`config.mk`:
```
export PLATFORM = sky130hd
export DESIGN_NAME = cea_eeprom
export DESIGN_NICKNAME = d
export VERILOG_FILES = /design/src/logic/cea_pkg.sv /design/src/logic/cea_eeprom.sv /design/src/logic/cea_sync.sv /design/src/logic/cea_fifo2.sv
export SDC_FILE = /design/constraint.sdc
export NUM_CORES = 2
export LEC_CHECK = 0
export BUFFER_PORTS_ARGS = -buffer_cell sky130_fd_sc_hd__buf_2
export CAP_MARGIN = 20
export CORE_MARGIN = 5
export CORE_UTILIZATION = 55
export DETAILED_ROUTE_END_ITERATION = 10
export PLACE_DENSITY = 0.79
export SLEW_MARGIN = 10
export SYNTH_ARGS = -nofsm -noshare
export SYNTH_HDL_FRONTEND = slang
export SYNTH_HIERARCHICAL = 1
export SYNTH_MEMORY_MAX_BITS = 65536
export SYNTH_SLANG_ARGS = --single-unit
```
`constraint.sdc`:
```
create_clock -name sys_clk -period 5.75 [get_ports sys_clk]
set_input_delay 0.575 -clock sys_clk [delete_from_list [all_inputs] [get_ports sys_clk]]
set_output_delay 0.575 -clock sys_clk [all_outputs]
set_load 0.1 [all_outputs]
```
`src/logic/cea_pkg.sv`:
```
// shared constants and types of the calibration memory access block
package cea_pkg;
   // clock and timing
   localparam int CLK_PERIOD_NS = 5;
   localparam int WR_TIME_MS    = 10;
   // longest time, so rounded down
   localparam int WR_CYCLES     = WR_TIME_MS * 1000000 / CLK_PERIOD_NS;
   localparam int WR_CNT_W      = 22;
   localparam int OUT_HOLD_NS   = 300;
   // least time, so rounded up
   localparam int OUT_HOLD_CYC  = (OUT_HOLD_NS + CLK_PERIOD_NS - 1) / CLK_PERIOD_NS;
   localparam int HOLD_CNT_W    = 7;

   // control byte
   localparam logic [3:0] CTRL_CODE = 4'hA;
   localparam int         CODE_MSB  = 7;
   localparam int         CODE_LSB  = 4;
   localparam int         DIR_BIT   = 0;

   // memory geometry
   localparam int ADDR_W     = 9;
   localparam int MEM_BYTES  = 512;
   localparam int PAGE_W     = 4;
   localparam int PAGE_BYTES = 16;
   localparam int FIFO_W     = ADDR_W + 8;

   // bit counting
   localparam logic [3:0] RX_LAST  = 4'h8;
   localparam logic [3:0] TX_LAST  = 4'h7;
   localparam logic [3:0] CNT_RST  = 4'h0;
   localparam logic [3:0] PG_LAST  = 4'hF;

   // values after reset
   localparam logic [ADDR_W-1:0] PTR_RST  = 9'h000;
   localparam logic [7:0]        BYTE_RST = 8'h00;

   typedef enum logic [3:0] {
      S_IDLE = 4'h0,
      S_CTRL = 4'h1,
      S_CACK = 4'h2,
      S_ADDR = 4'h3,
      S_AACK = 4'h4,
      S_WDAT = 4'h5,
      S_WACK = 4'h6,
      S_TX   = 4'h7,
      S_MACK = 4'h8,
      S_SKIP = 4'h9
   } cea_bus_t;

   typedef enum logic [1:0] {
      C_IDLE = 2'h0,
      C_COPY = 2'h1,
      C_WAIT = 2'h2
   } cea_commit_t;
endpackage

```
`src/logic/cea_eeprom.sv`:
```
// two-wire serial calibration memory, slave side
module cea_eeprom #(
   parameter int WRITE_CYCLES = cea_pkg::WR_CYCLES
) (
   input  wire logic sys_clk,  // system clock
   input  wire logic rst_n,    // async reset, active low
   input  wire logic scl_in,   // bus clock pin
   input  wire logic sda_in,   // data pin level
   output logic      sda_out,  // data pin drive level
   output logic      sda_oe_n, // data pin pulled low when 0
   output logic      wr_busy   // internal write in progress
);
   localparam int WCW = cea_pkg::WR_CNT_W;
   localparam int HCW = cea_pkg::HOLD_CNT_W;
   localparam int AW  = cea_pkg::ADDR_W;

   logic [1:0]          pins_s;
   logic                scl_s;
   logic                sda_s;
   logic                scl_d;
   logic                sda_d;
   logic                scl_rise;
   logic                scl_fall;
   logic                start;
   logic                stop;
   cea_pkg::cea_bus_t   st;
   logic [3:0]          cnt;
   logic [7:0]          rx;
   logic [7:0]          tx;
   logic                dir_rd;
   logic [AW-1:0]       ptr;
   logic [7:0]          rd_byte;
   logic                rx_state;
   logic                rx_done;
   logic                tx_done;
   logic                ack_ok;
   logic                drive_low;
   logic [HCW-1:0]      hold_cnt;
   logic                wpush;
   logic                f_in_ready;
   logic                f_out_valid;
   logic                f_out_ready;
   logic [cea_pkg::FIFO_W-1:0] f_out_data;
   logic [7:0]          mem [cea_pkg::MEM_BYTES];
   logic [7:0]          pg_data [cea_pkg::PAGE_BYTES];
   logic [cea_pkg::PAGE_BYTES-1:0] pg_valid;
   logic [AW-cea_pkg::PAGE_W-1:0]  pg_high;
   logic                has_data;
   logic                commit_req;
   cea_pkg::cea_commit_t cstate;
   logic [3:0]          idx;
   logic [WCW-1:0]      wait_cnt;
   logic                busy;

   // drives low only, so the driven level is always zero
   assign sda_out = 1'b0;

   cea_sync #(
      .N (2)
   ) u_sync (
      .sys_clk (sys_clk),
      .rst_n   (rst_n),
      .d       ({scl_in, sda_in}),
      .q       (pins_s)
   );

   assign scl_s = pins_s[1];
   assign sda_s = pins_s[0];

   always_ff @(posedge sys_clk or negedge rst_n) begin
      if (!rst_n) begin
         scl_d <= 1'b1;
         sda_d <= 1'b1;
      end else begin
         scl_d <= scl_s;
         sda_d <= sda_s;
      end
   end

   assign scl_rise = scl_s && !scl_d;
   assign scl_fall = !scl_s && scl_d;
   assign start    = scl_s && scl_d && sda_d && !sda_s;
   assign stop     = scl_s && scl_d && !sda_d && sda_s;

   assign rx_state = (st == cea_pkg::S_CTRL) || (st == cea_pkg::S_ADDR) ||
                     (st == cea_pkg::S_WDAT);
   assign rx_done  = rx_state && scl_fall && (cnt == cea_pkg::RX_LAST);
   assign tx_done  = (st == cea_pkg::S_TX) && scl_fall && (cnt == cea_pkg::TX_LAST);
   assign busy     = commit_req || (cstate != cea_pkg::C_IDLE);
   assign wr_busy  = busy;
   assign wpush    = rx_done && (st == cea_pkg::S_WDAT) && f_in_ready;

   // whether the byte just received earns an acknowledge
   always_comb begin
      ack_ok = 1'b0;
      unique case (st)
         cea_pkg::S_CTRL: ack_ok = (rx[cea_pkg::CODE_MSB:cea_pkg::CODE_LSB] ==
                                   cea_pkg::CTRL_CODE) && !busy;
         cea_pkg::S_ADDR: ack_ok = 1'b1;
         cea_pkg::S_WDAT: ack_ok = f_in_ready;
         cea_pkg::S_IDLE, cea_pkg::S_CACK, cea_pkg::S_AACK, cea_pkg::S_WACK,
         cea_pkg::S_TX, cea_pkg::S_MACK, cea_pkg::S_SKIP: ack_ok = 1'b0;
      endcase
   end

   // bus sequencer
   always_ff @(posedge sys_clk or negedge rst_n) begin
      if (!rst_n) begin
         st  <= cea_pkg::S_IDLE;
         cnt <= cea_pkg::CNT_RST;
      end else if (start) begin
         st  <= cea_pkg::S_CTRL;
         cnt <= cea_pkg::CNT_RST;
      end else if (stop) begin
         st  <= cea_pkg::S_IDLE;
         cnt <= cea_pkg::CNT_RST;
      end else begin
         unique case (st)
            cea_pkg::S_IDLE, cea_pkg::S_SKIP: begin
            end
            cea_pkg::S_CTRL, cea_pkg::S_ADDR, cea_pkg::S_WDAT: begin
               if (scl_rise && cnt != cea_pkg::RX_LAST) begin
                  cnt <= cnt + 4'h1;
               end
               if (rx_done) begin
                  cnt <= cea_pkg::CNT_RST;
                  if (!ack_ok) begin
                     st <= cea_pkg::S_SKIP;
                  end else if (st == cea_pkg::S_CTRL) begin
                     st <= cea_pkg::S_CACK;
                  end else if (st == cea_pkg::S_ADDR) begin
                     st <= cea_pkg::S_AACK;
                  end else begin
                     st <= cea_pkg::S_WACK;
                  end
               end
            end
            cea_pkg::S_CACK: begin
               if (scl_fall) begin
                  st <= dir_rd ? cea_pkg::S_TX : cea_pkg::S_ADDR;
               end
            end
            cea_pkg::S_AACK, cea_pkg::S_WACK: begin
               if (scl_fall) begin
                  st <= cea_pkg::S_WDAT;
               end
            end
            cea_pkg::S_TX: begin
               if (scl_fall) begin
                  if (cnt == cea_pkg::TX_LAST) begin
                     st  <= cea_pkg::S_MACK;
                     cnt <= cea_pkg::CNT_RST;
                  end else begin
                     cnt <= cnt + 4'h1;
                  end
               end
            end
            cea_pkg::S_MACK: begin
               if (scl_rise && sda_s) begin
                  st <= cea_pkg::S_SKIP;
               end else if (scl_fall) begin
                  st <= cea_pkg::S_TX;
               end
            end
         endcase
      end
   end

   // receive shifter and direction latch
   always_ff @(posedge sys_clk or negedge rst_n) begin
      if (!rst_n) begin
         rx     <= cea_pkg::BYTE_RST;
         dir_rd <= 1'b0;
      end else begin
         if (rx_state && scl_rise && cnt != cea_pkg::RX_LAST) begin
            rx <= {rx[6:0], sda_s};
         end
         if (rx_done && st == cea_pkg::S_CTRL) begin
            dir_rd <= rx[cea_pkg::DIR_BIT];
         end
      end
   end

   // transmit shifter, msb first
   always_ff @(posedge sys_clk or negedge rst_n) begin
      if (!rst_n) begin
         tx <= cea_pkg::BYTE_RST;
      end else if (scl_fall) begin
         if ((st == cea_pkg::S_CACK && dir_rd) || st == cea_pkg::S_MACK) begin
            tx <= rd_byte;
         end else if (st == cea_pkg::S_TX) begin
            tx <= {tx[6:0], 1'b0};
         end
      end
   end

   // address pointer
   always_ff @(posedge sys_clk or negedge rst_n) begin
      if (!rst_n) begin
         ptr <= cea_pkg::PTR_RST;
      end else if (rx_done && ack_ok && st == cea_pkg::S_ADDR) begin
         ptr <= {1'b0, rx};
      end else if (wpush) begin
         ptr[cea_pkg::PAGE_W-1:0] <= ptr[cea_pkg::PAGE_W-1:0] + 4'h1;
      end else if (tx_done) begin
         ptr <= ptr + 9'h001;
      end
   end

   // level wanted on the line after the next clock low hold
   always_ff @(posedge sys_clk or negedge rst_n) begin
      if (!rst_n) begin
         drive_low <= 1'b0;
      end else if (start || stop) begin
         drive_low <= 1'b0;
      end else if (scl_fall) begin
         if (rx_done) begin
            drive_low <= ack_ok;
         end else if (st == cea_pkg::S_CACK) begin
            drive_low <= dir_rd && !rd_byte[7];
         end else if (st == cea_pkg::S_TX) begin
            drive_low <= (cnt != cea_pkg::TX_LAST) && !tx[6];
         end else if (st == cea_pkg::S_MACK) begin
            drive_low <= !rd_byte[7];
         end else begin
            drive_low <= 1'b0;
         end
      end
   end

   // line changes only after a hold past the clock fall, except at start or stop, which release it at once
   always_ff @(posedge sys_clk or negedge rst_n) begin
      if (!rst_n) begin
         sda_oe_n <= 1'b1;
         hold_cnt <= '0;
      end else if (start || stop) begin
         sda_oe_n <= 1'b1;
         hold_cnt <= '0;
      end else if (scl_fall) begin
         hold_cnt <= HCW'(cea_pkg::OUT_HOLD_CYC);
      end else if (hold_cnt != '0) begin
         hold_cnt <= hold_cnt - 1'b1;
         if (hold_cnt == HCW'(1)) begin
            sda_oe_n <= !drive_low;
         end
      end
   end

   cea_fifo2 #(
      .W (cea_pkg::FIFO_W)
   ) u_fifo (
      .sys_clk   (sys_clk),
      .rst_n     (rst_n),
      .in_valid  (wpush),
      .in_ready  (f_in_ready),
      .in_data   ({ptr, rx}),
      .out_valid (f_out_valid),
      .out_ready (f_out_ready),
      .out_data  (f_out_data)
   );

   // page buffer stalls its drain while a commit runs
   assign f_out_ready = (cstate == cea_pkg::C_IDLE);
   assign has_data    = (|pg_valid) || f_out_valid;

   always_ff @(posedge sys_clk) begin
      if (f_out_valid && f_out_ready) begin
         pg_data[f_out_data[8 +: cea_pkg::PAGE_W]] <= f_out_data[7:0];
      end
   end

   always_ff @(posedge sys_clk or negedge rst_n) begin
      if (!rst_n) begin
         pg_valid <= '0;
         pg_high  <= '0;
      end else if (f_out_valid && f_out_ready) begin
         pg_valid[f_out_data[8 +: cea_pkg::PAGE_W]] <= 1'b1;
         pg_high <= f_out_data[cea_pkg::FIFO_W-1 -: (AW - cea_pkg::PAGE_W)];
      end else if (cstate == cea_pkg::C_COPY) begin
         pg_valid[idx] <= 1'b0;
      end else if (start && !busy) begin
         // page abandoned without a stop is dropped
         pg_valid <= '0;
      end
   end

   // commit sequencer: copy page, then hold off for the write time
   always_ff @(posedge sys_clk or negedge rst_n) begin
      if (!rst_n) begin
         commit_req <= 1'b0;
      end else if (stop && has_data) begin
         commit_req <= 1'b1;
      end else if (cstate == cea_pkg::C_IDLE && !f_out_valid) begin
         commit_req <= 1'b0;
      end
   end

   always_ff @(posedge sys_clk or negedge rst_n) begin
      if (!rst_n) begin
         cstate   <= cea_pkg::C_IDLE;
         idx      <= cea_pkg::CNT_RST;
         wait_cnt <= '0;
      end else begin
         unique case (cstate)
            cea_pkg::C_IDLE: begin
               if (commit_req && !f_out_valid) begin
                  cstate <= cea_pkg::C_COPY;
                  idx    <= cea_pkg::CNT_RST;
               end
            end
            cea_pkg::C_COPY: begin
               idx <= idx + 4'h1;
               if (idx == cea_pkg::PG_LAST) begin
                  cstate   <= cea_pkg::C_WAIT;
                  wait_cnt <= WCW'(WRITE_CYCLES - 1);
               end
            end
            cea_pkg::C_WAIT: begin
               wait_cnt <= wait_cnt - 1'b1;
               if (wait_cnt == '0) begin
                  cstate <= cea_pkg::C_IDLE;
               end
            end
            default: cstate <= cea_pkg::C_IDLE;
         endcase
      end
   end

   // storage array and its read port
   always_ff @(posedge sys_clk) begin
      if (cstate == cea_pkg::C_COPY && pg_valid[idx]) begin
         mem[{pg_high, idx}] <= pg_data[idx];
      end
      rd_byte <= mem[ptr];
   end
endmodule // cea_eeprom

```
`src/logic/cea_sync.sv`:
```
// two-flop synchronisers for the bus pins
module cea_sync #(
   parameter int N = 2
) (
   input  wire logic         sys_clk, // system clock
   input  wire logic         rst_n,   // async reset, active low
   input  wire logic [N-1:0] d,       // raw pin levels
   output logic      [N-1:0] q        // synchronised levels
);
   logic [N-1:0] meta;

   genvar i;
   generate
      for (i = 0; i < N; i++) begin : g_bit
         // idle bus lines sit high
         always_ff @(posedge sys_clk or negedge rst_n) begin
            if (!rst_n) begin
               meta[i] <= 1'b1;
               q[i]    <= 1'b1;
            end else begin
               meta[i] <= d[i];
               q[i]    <= meta[i];
            end
         end
      end
   endgenerate
endmodule // cea_sync

```
`src/logic/cea_fifo2.sv`:
```
// two-entry buffer with valid and ready on both sides
module cea_fifo2 #(
   parameter int W = 17
) (
   input  wire logic         sys_clk,   // system clock
   input  wire logic         rst_n,     // async reset, active low
   input  wire logic         in_valid,  // word offered
   output logic              in_ready,  // room for a word
   input  wire logic [W-1:0] in_data,   // word in
   output logic              out_valid, // word available
   input  wire logic         out_ready, // drain side accepts
   output logic      [W-1:0] out_data   // oldest word
);
   logic [W-1:0] slot [2];
   logic         wr_sel;
   logic         rd_sel;
   logic [1:0]   fill;
   logic         push;
   logic         pop;

   assign in_ready  = (fill != 2'h2);
   assign out_valid = (fill != 2'h0);
   assign push      = in_valid && in_ready;
   assign pop       = out_valid && out_ready;
   assign out_data  = slot[rd_sel];

   always_ff @(posedge sys_clk) begin
      if (push) begin
         slot[wr_sel] <= in_data;
      end
   end

   always_ff @(posedge sys_clk or negedge rst_n) begin
      if (!rst_n) begin
         wr_sel <= 1'b0;
         rd_sel <= 1'b0;
         fill   <= 2'h0;
      end else begin
         if (push) begin
            wr_sel <= !wr_sel;
         end
         if (pop) begin
            rd_sel <= !rd_sel;
         end
         fill <= fill + 2'(push) - 2'(pop);
      end
   end
endmodule // cea_fifo2

```
# After elaboration in Yosys (flattened, before gate mapping)
# Memory sizes are Yosys's and may differ from the RTL's. A register that Yosys moved wholly into a read port is not among the register bits.
# Cells that the tools add are included.
# totals
word_cells	221
ramBits	4258
reg_bits	102
memories	3
out_inout_bits	3
inputBits	4
# classes
bitwise	3
mux	66
n_reduce_logical	81
addsub	8
n_eq_ne	31
magnitude_cmp	4
# memory_table
memory	words	word_bits	rd	rd_clocked_by_memory_dff	write_ports	line_no	text
mem	512	8	1	1	1	cea_eeprom.sv:44	logic [7:0] mem [cea_pkg::MEM_BYTES];
pg_data	16	8	1	0	1	cea_eeprom.sv:45	logic [7:0] pg_data [cea_pkg::PAGE_BYTES];
u_fifo.slot	2	17	1	0	1	cea_fifo2.sv:14	logic [W-1:0] slot [2];
# op_table
operator	count
$mux 4	18
$mux 16	3
$pmux 22 s2	1
$mux 7	5
$logic_and 1x1->1	33
$ne 4x4->1 const B	6
$logic_not 22->1	1
$mux 22	1
$sub 22x1->22 const B	1
$mux 1	21
$eq 4x3->1 const B	5
$eq 4x4->1 const B	5
$pmux 4 s5	1
$reduce_bool 2->1	10
$mux 9	2
$and 16x16->16	1
$not 16->16	1
$or 16x16->16	1
$pmux 4 s2	2
$reduce_or 16->1	1
$reduce_bool 7->1	2
$add 4x1->4 const B	3
$logic_not 1->1	11
$lt 4x5->1 const B	2
other kinds (32)	56

# Depth between registers and ports, before layout
# depth
ltp_word	10
ltp_mapped	14
ltp_nobuf	11

# Modules after synthesis
# The synthesis kept the hierarchy.
# modules_own_cells
mod	cells_per_inst	area_per_inst_um2	n_inst	seq_area_each_um2
cea_eeprom	8083	169581.4	1	129357.8
cea_fifo2	75	1458.9	1	1121.1
cea_sync	4	105.1	1	105.1

# Worst setup path after synthesis
# No wires, ideal clock.
# synth_timing
path_type	reg-to-reg
from	reg idx[0]
to	mem mem[0][0], data pin
path_buffers	3
t_required_ps	4847
setup_slack_ps	-313
arrival_time_ps	5160
stages_incl_launch_ff	6
setup_time_ps	903
path_cell_list	dfrtp_1 > clkbuf_1 > buf_2 > buf_1 > mux4_2 > mux4_2
# synth_between
elab_chain_len	1
# synth_rtl
item	line_no	text
start, declared	cea_eeprom.sv:51	logic [3:0] idx;
start signal, assigned	cea_eeprom.sv:301	idx <= cea_pkg::CNT_RST;
start signal, assigned	cea_eeprom.sv:308	idx <= cea_pkg::CNT_RST;
start signal, assigned	cea_eeprom.sv:312	idx <= idx + 4'h1;
$mem_v2 16x8	n/a	
end, declared	cea_eeprom.sv:44	
# No other way between the ends.

==> results.txt <==
----------------------------------------------------
[Timing]
  Accumulated negative setup slack ... 0 ps
  Max-slew violations ... 0
  Smallest setup slack after layout ... 751.1 ps
  Tmin final ... 4999 ps
  Clock skew ... 89.67 ps
  Maximum operating frequency ... 200.0 MHz
  Post-route worst hold slack ... 251.2 ps
  Setup violations, final ... 0
  Setup repair after global routing missed its margin ... false
  Worst slew slack as a fraction of its limit ... 12.52%
  Period utilisation layout ... 86.94%
  Slew at the pin closest to its max-slew limit ... 1299 ps
  Final hold vios ... 0

[Pwr]
  Pleak ... 57.92 nW
  Power Density ... 454.3 mW/mm2
  Max rail drop VDD ... 0.8184 mV
  Relative contribution of the clock network to total power ... 32.0%
  Final Power ... 86.35 mW
  Reg power frac ... 50.9%
  Combinational power share ... 17.2%
  Switching power ... 24.37 mW
  Switch share ... 28.22%
  Internal ... 61.98 mW

[Placed design]
  Placed instance count ... 12040
  HPWL after detailed placement ... 267100 um
  Placement-stage cell area ... 0.1762 mm2
  Worst slack at placement ... 1281 ps
  IO Port Bufs ... 5
  Routability cong. ... 0.9241

[Yosys]
  Top post-synthesis cells by area ... sky130_fd_sc_hd__edfxtp_1 (75%), sky130_fd_sc_hd__mux4_2 (13%), sky130_fd_sc_hd__mux2i_1 (1.9%)
  Cell area after technology mapping ... 0.1711 mm2
  Count of warnings emitted by yosys ... 6
  Number of cells produced by synthesis ... 8162
  Most used flip-flop cell after synthesis ... sky130_fd_sc_hd__edfxtp_1
  Number of distinct library cell variants in the gate-level netlist after synthesis ... 101
  Register area share after synthesis ... 76.30%
  Count of state elements after synthesis ... 4368
  Async set-or-reset flop fraction in the synthesized netlist ... 2.335%
  Cell taking the most area after synthesis ... sky130_fd_sc_hd__edfxtp_1
  Syn avg cell area ... 20.97 um2
  Number of enable flip-flop cells after synthesis ... 4258
  Top cell type's share of synthesized area ... 74.71%
  Number of nets produced by synthesis ... 8178

[Cells and area]
  Layout Nets ... 8366
  Area growth from synthesis to layout ... 11.07%
  Share of post-route cells with drive strength above 1 ... 23.05%
  Fin util ... 61.45%
  Non-filler cells in the finished layout ... 12840
  Final instance area ... 0.1901 mm2
  Filler cell count ... 19730

[Drt]
  Via Count ... 90500
  Number of vias per cell ... 7.046
  Routed wire length ... 470900 um
  First drt pass iteration count ... 6
  Post-detailed-route wirelength per cell ... 36.67 um
  Number of design rule violations left after detail routing ... 0
  Number of DRC markers after the initial detailed-route iteration ... 15510
  Number of routed nets with antenna violations ... 0

[CTS]
  Total clock buffers created by CTS ... 416
  Maximum root-to-sink buffer count ... 4
  Clk Latency, worst-skew pair ... 1000 ps
  H-Tree Level Count ... 5
  Clock tree from TritonCTS ... built
  Number of sinks on the clock net ... 4368
  Post-CTS repair timing setup buffer count ... 0
  Clock tree root driver cell ... sky130_fd_sc_hd__clkbuf_16
  Clock slew seen by the registers of the worst setup and hold paths ... 60 ps
  Number of buffers added to fix hold violations after cts ... 3
  Number of resized instances in the post-cts repair step ... 0

[Worst setup path]
  Maximum fanout encountered on the critical timing path ... 36
  Sort of element at the end of the critical path ... register
  Sequence of cells on the critical path ... buf_4 > mux4_2 > a22oi_1 > a31oi_1 > a2111oi_1 > a211oi_1 > nor2_1 > a22oi_1
  Top cell by count, worst path ... sky130_fd_sc_hd__a22oi_1
  Crit path arrival time ... 5800 ps
  Startpoint types ... register
  Critical-path top delay cell ... sky130_fd_sc_hd__dfrtp_4
  Data required time of the worst path ... 6550 ps
  Category of the most critical setup path ... register to register
  Biggest cell delay along the critical path ... 1120 ps

[Min path]
  Worst hold-check path type ... input pin to async pin

[GRT]
  Wire length of the first global-routing pass ... 668100 um
  Global-route congestion overflow total ... 0
  Maximum number of pins on one net before global-route repair ... 251
  Number of antenna violations at the first check in global routing ... 34
  GRT Total Usage ... 28.86%
  Via count of the first global-routing pass ... 89380

[Die]
  Die Y ... 567.8 um
  Die X ... 567.8 um
  Core Footprint ... 0.3094 mm2
  Starting Density ... 55.32%
  IO Pins ... 7
  Standard-cell rows ... 204
  Area of the die ... 0.3224 mm2

[Status]
  Status ... completed

[Run]
  Maxcap violations ... 0

----------------------------------------------------
==> layout make-up <==
class | count | area [um2] | area share, %
Antenna cell | 25 | 62.56 | 0.03291
Clock buffer | 492 | 10760 | 5.659
Clock inverter | 275 | 2865 | 1.507
Inverter | 24 | 105.1 | 0.05529
Multi-Input combinational cell | 3271 | 37660 | 19.81
Sequential cell | 4368 | 130600 | 68.71
Tap cell | 4120 | 5155 | 2.712
Timing Repair Buffer | 269 | 2882 | 1.516
==> sequential cells by signal, indices dropped and copies added (netlist names), 2 cells and up <==
| register | count |
|---|---|
| cnt | 4 |
| ptr | 9 |
| u_sync/meta | 2 |
| tx | 7 |
| pg_high | 5 |
| rd_byte | 8 |
| u_fifo/fill | 2 |
| rx | 8 |
| mem | 4096 |
| st | 4 |
| u_sync/q | 2 |
| pg_valid | 16 |
| cstate | 2 |
| wait_cnt | 22 |
| idx | 4 |
| pg_data | 128 |
| hold_cnt | 7 |
| u_fifo/slot | 34 |
==> power groups by stage <==
stage	clock network (mW)	logic [mW]	registers, mW
detailed placement	0	14.2	44.5
global route	29.1	15.4	43.9
finish	27.6	14.8	43.9
CTS	27.6	14.3	43.9
global placement	0	13.3	44.5
floorplan	0	7.82	45.3
==> cells by family after synthesis <==
family / share of synthesized area, %
flip-flops: 76.30
multiplexers: 16.08
AND/OR/NAND/NOR: 2.869
AO/OA/AOI/OAI: 2.727
buffers and inverters: 1.839
XOR/XNOR: 0.09723
adder cells (fa/ha/maj): 0.08773
other: 0.002191
==> final timing paths <==
path,start,slack (ps),to,cells after the start
min in group sys_clk,scl_in,270,u_sync/meta[1]$_DFF_PN1_,2
hold / removal,rst_n,250,wait_cnt[5]$_DFFE_PN0P_,2
setup reg to reg,ptr[1]$_DFFE_PN0P_,750,rd_byte[6]$_DFF_P_,8
hold reg to reg,u_sync/meta[1]$_DFF_PN1_,360,u_sync/q[1]$_DFF_PN1_,0
setup / recovery,ptr[1]$_DFFE_PN0P_,750,rd_byte[6]$_DFF_P_,8
max in group asynchronous,rst_n,4330,ptr[2]$_DFFE_PN0P_,3
==> worst max-delay path, delay by kind of cell (launching register included) <==
family                 cells  cell delay [ps]
buffers and inverters      1              420
DFF                        1             1120
muxes                      1              590
AOI/OAI and AO/OA          5             1910
and+or+nand+nor            1              730
==> routing by layer <==
metal	global-route usage [%]	up-vias	routed length (um)
met2	43.36	8136	217100
met1	37.89	46410	153300
met3	9.715	1633	70110
met4	15.19	34	30220
met5	0	-	242
li1	-	34290	-
==> cells in the final DEF (no fill, tap or decap), types with 55 or more instances in the layout <==
master,netlist,layout
sky130_fd_sc_hd__clkinv_2,0,79
sky130_fd_sc_hd__clkinv_1,3,93
sky130_fd_sc_hd__edfxtp_1,4258,4258
sky130_fd_sc_hd__o22ai_1,78,78
sky130_fd_sc_hd__buf_4,52,188
sky130_fd_sc_hd__clkbuf_1,140,71
sky130_fd_sc_hd__nand2_1,266,250
sky130_fd_sc_hd__dfrtp_1,95,87
sky130_fd_sc_hd__clkbuf_16,0,417
sky130_fd_sc_hd__o21ai_0,80,80
sky130_fd_sc_hd__buf_12,13,60
sky130_fd_sc_hd__a21oi_1,140,140
sky130_fd_sc_hd__mux2_2,55,55
sky130_fd_sc_hd__mux4_2,1003,995
sky130_fd_sc_hd__nor2_1,636,634
sky130_fd_sc_hd__mux2i_1,328,328
==> cells in the mapped netlist (33+ instances only) <==
cell type and instances:
sky130_fd_sc_hd__nor2b_1 47, sky130_fd_sc_hd__nand2_1 266, sky130_fd_sc_hd__a21oi_1 140, sky130_fd_sc_hd__o221ai_1 36, sky130_fd_sc_hd__nand3_1 42, sky130_fd_sc_hd__mux4_1 39, sky130_fd_sc_hd__o22ai_1 78, sky130_fd_sc_hd__dfrtp_1 95
sky130_fd_sc_hd__nor3_1 33, sky130_fd_sc_hd__a22oi_1 41, sky130_fd_sc_hd__edfxtp_1 4258, sky130_fd_sc_hd__mux2i_1 328, sky130_fd_sc_hd__buf_4 52, sky130_fd_sc_hd__nor2_1 636, sky130_fd_sc_hd__buf_2 197, sky130_fd_sc_hd__mux4_2 1003
sky130_fd_sc_hd__o21ai_0 80, sky130_fd_sc_hd__buf_6 50, sky130_fd_sc_hd__a211oi_1 49, sky130_fd_sc_hd__a221oi_1 34, sky130_fd_sc_hd__clkbuf_1 140, sky130_fd_sc_hd__mux2_2 55
Note: power is estimated with default switching activity, not from simulation.
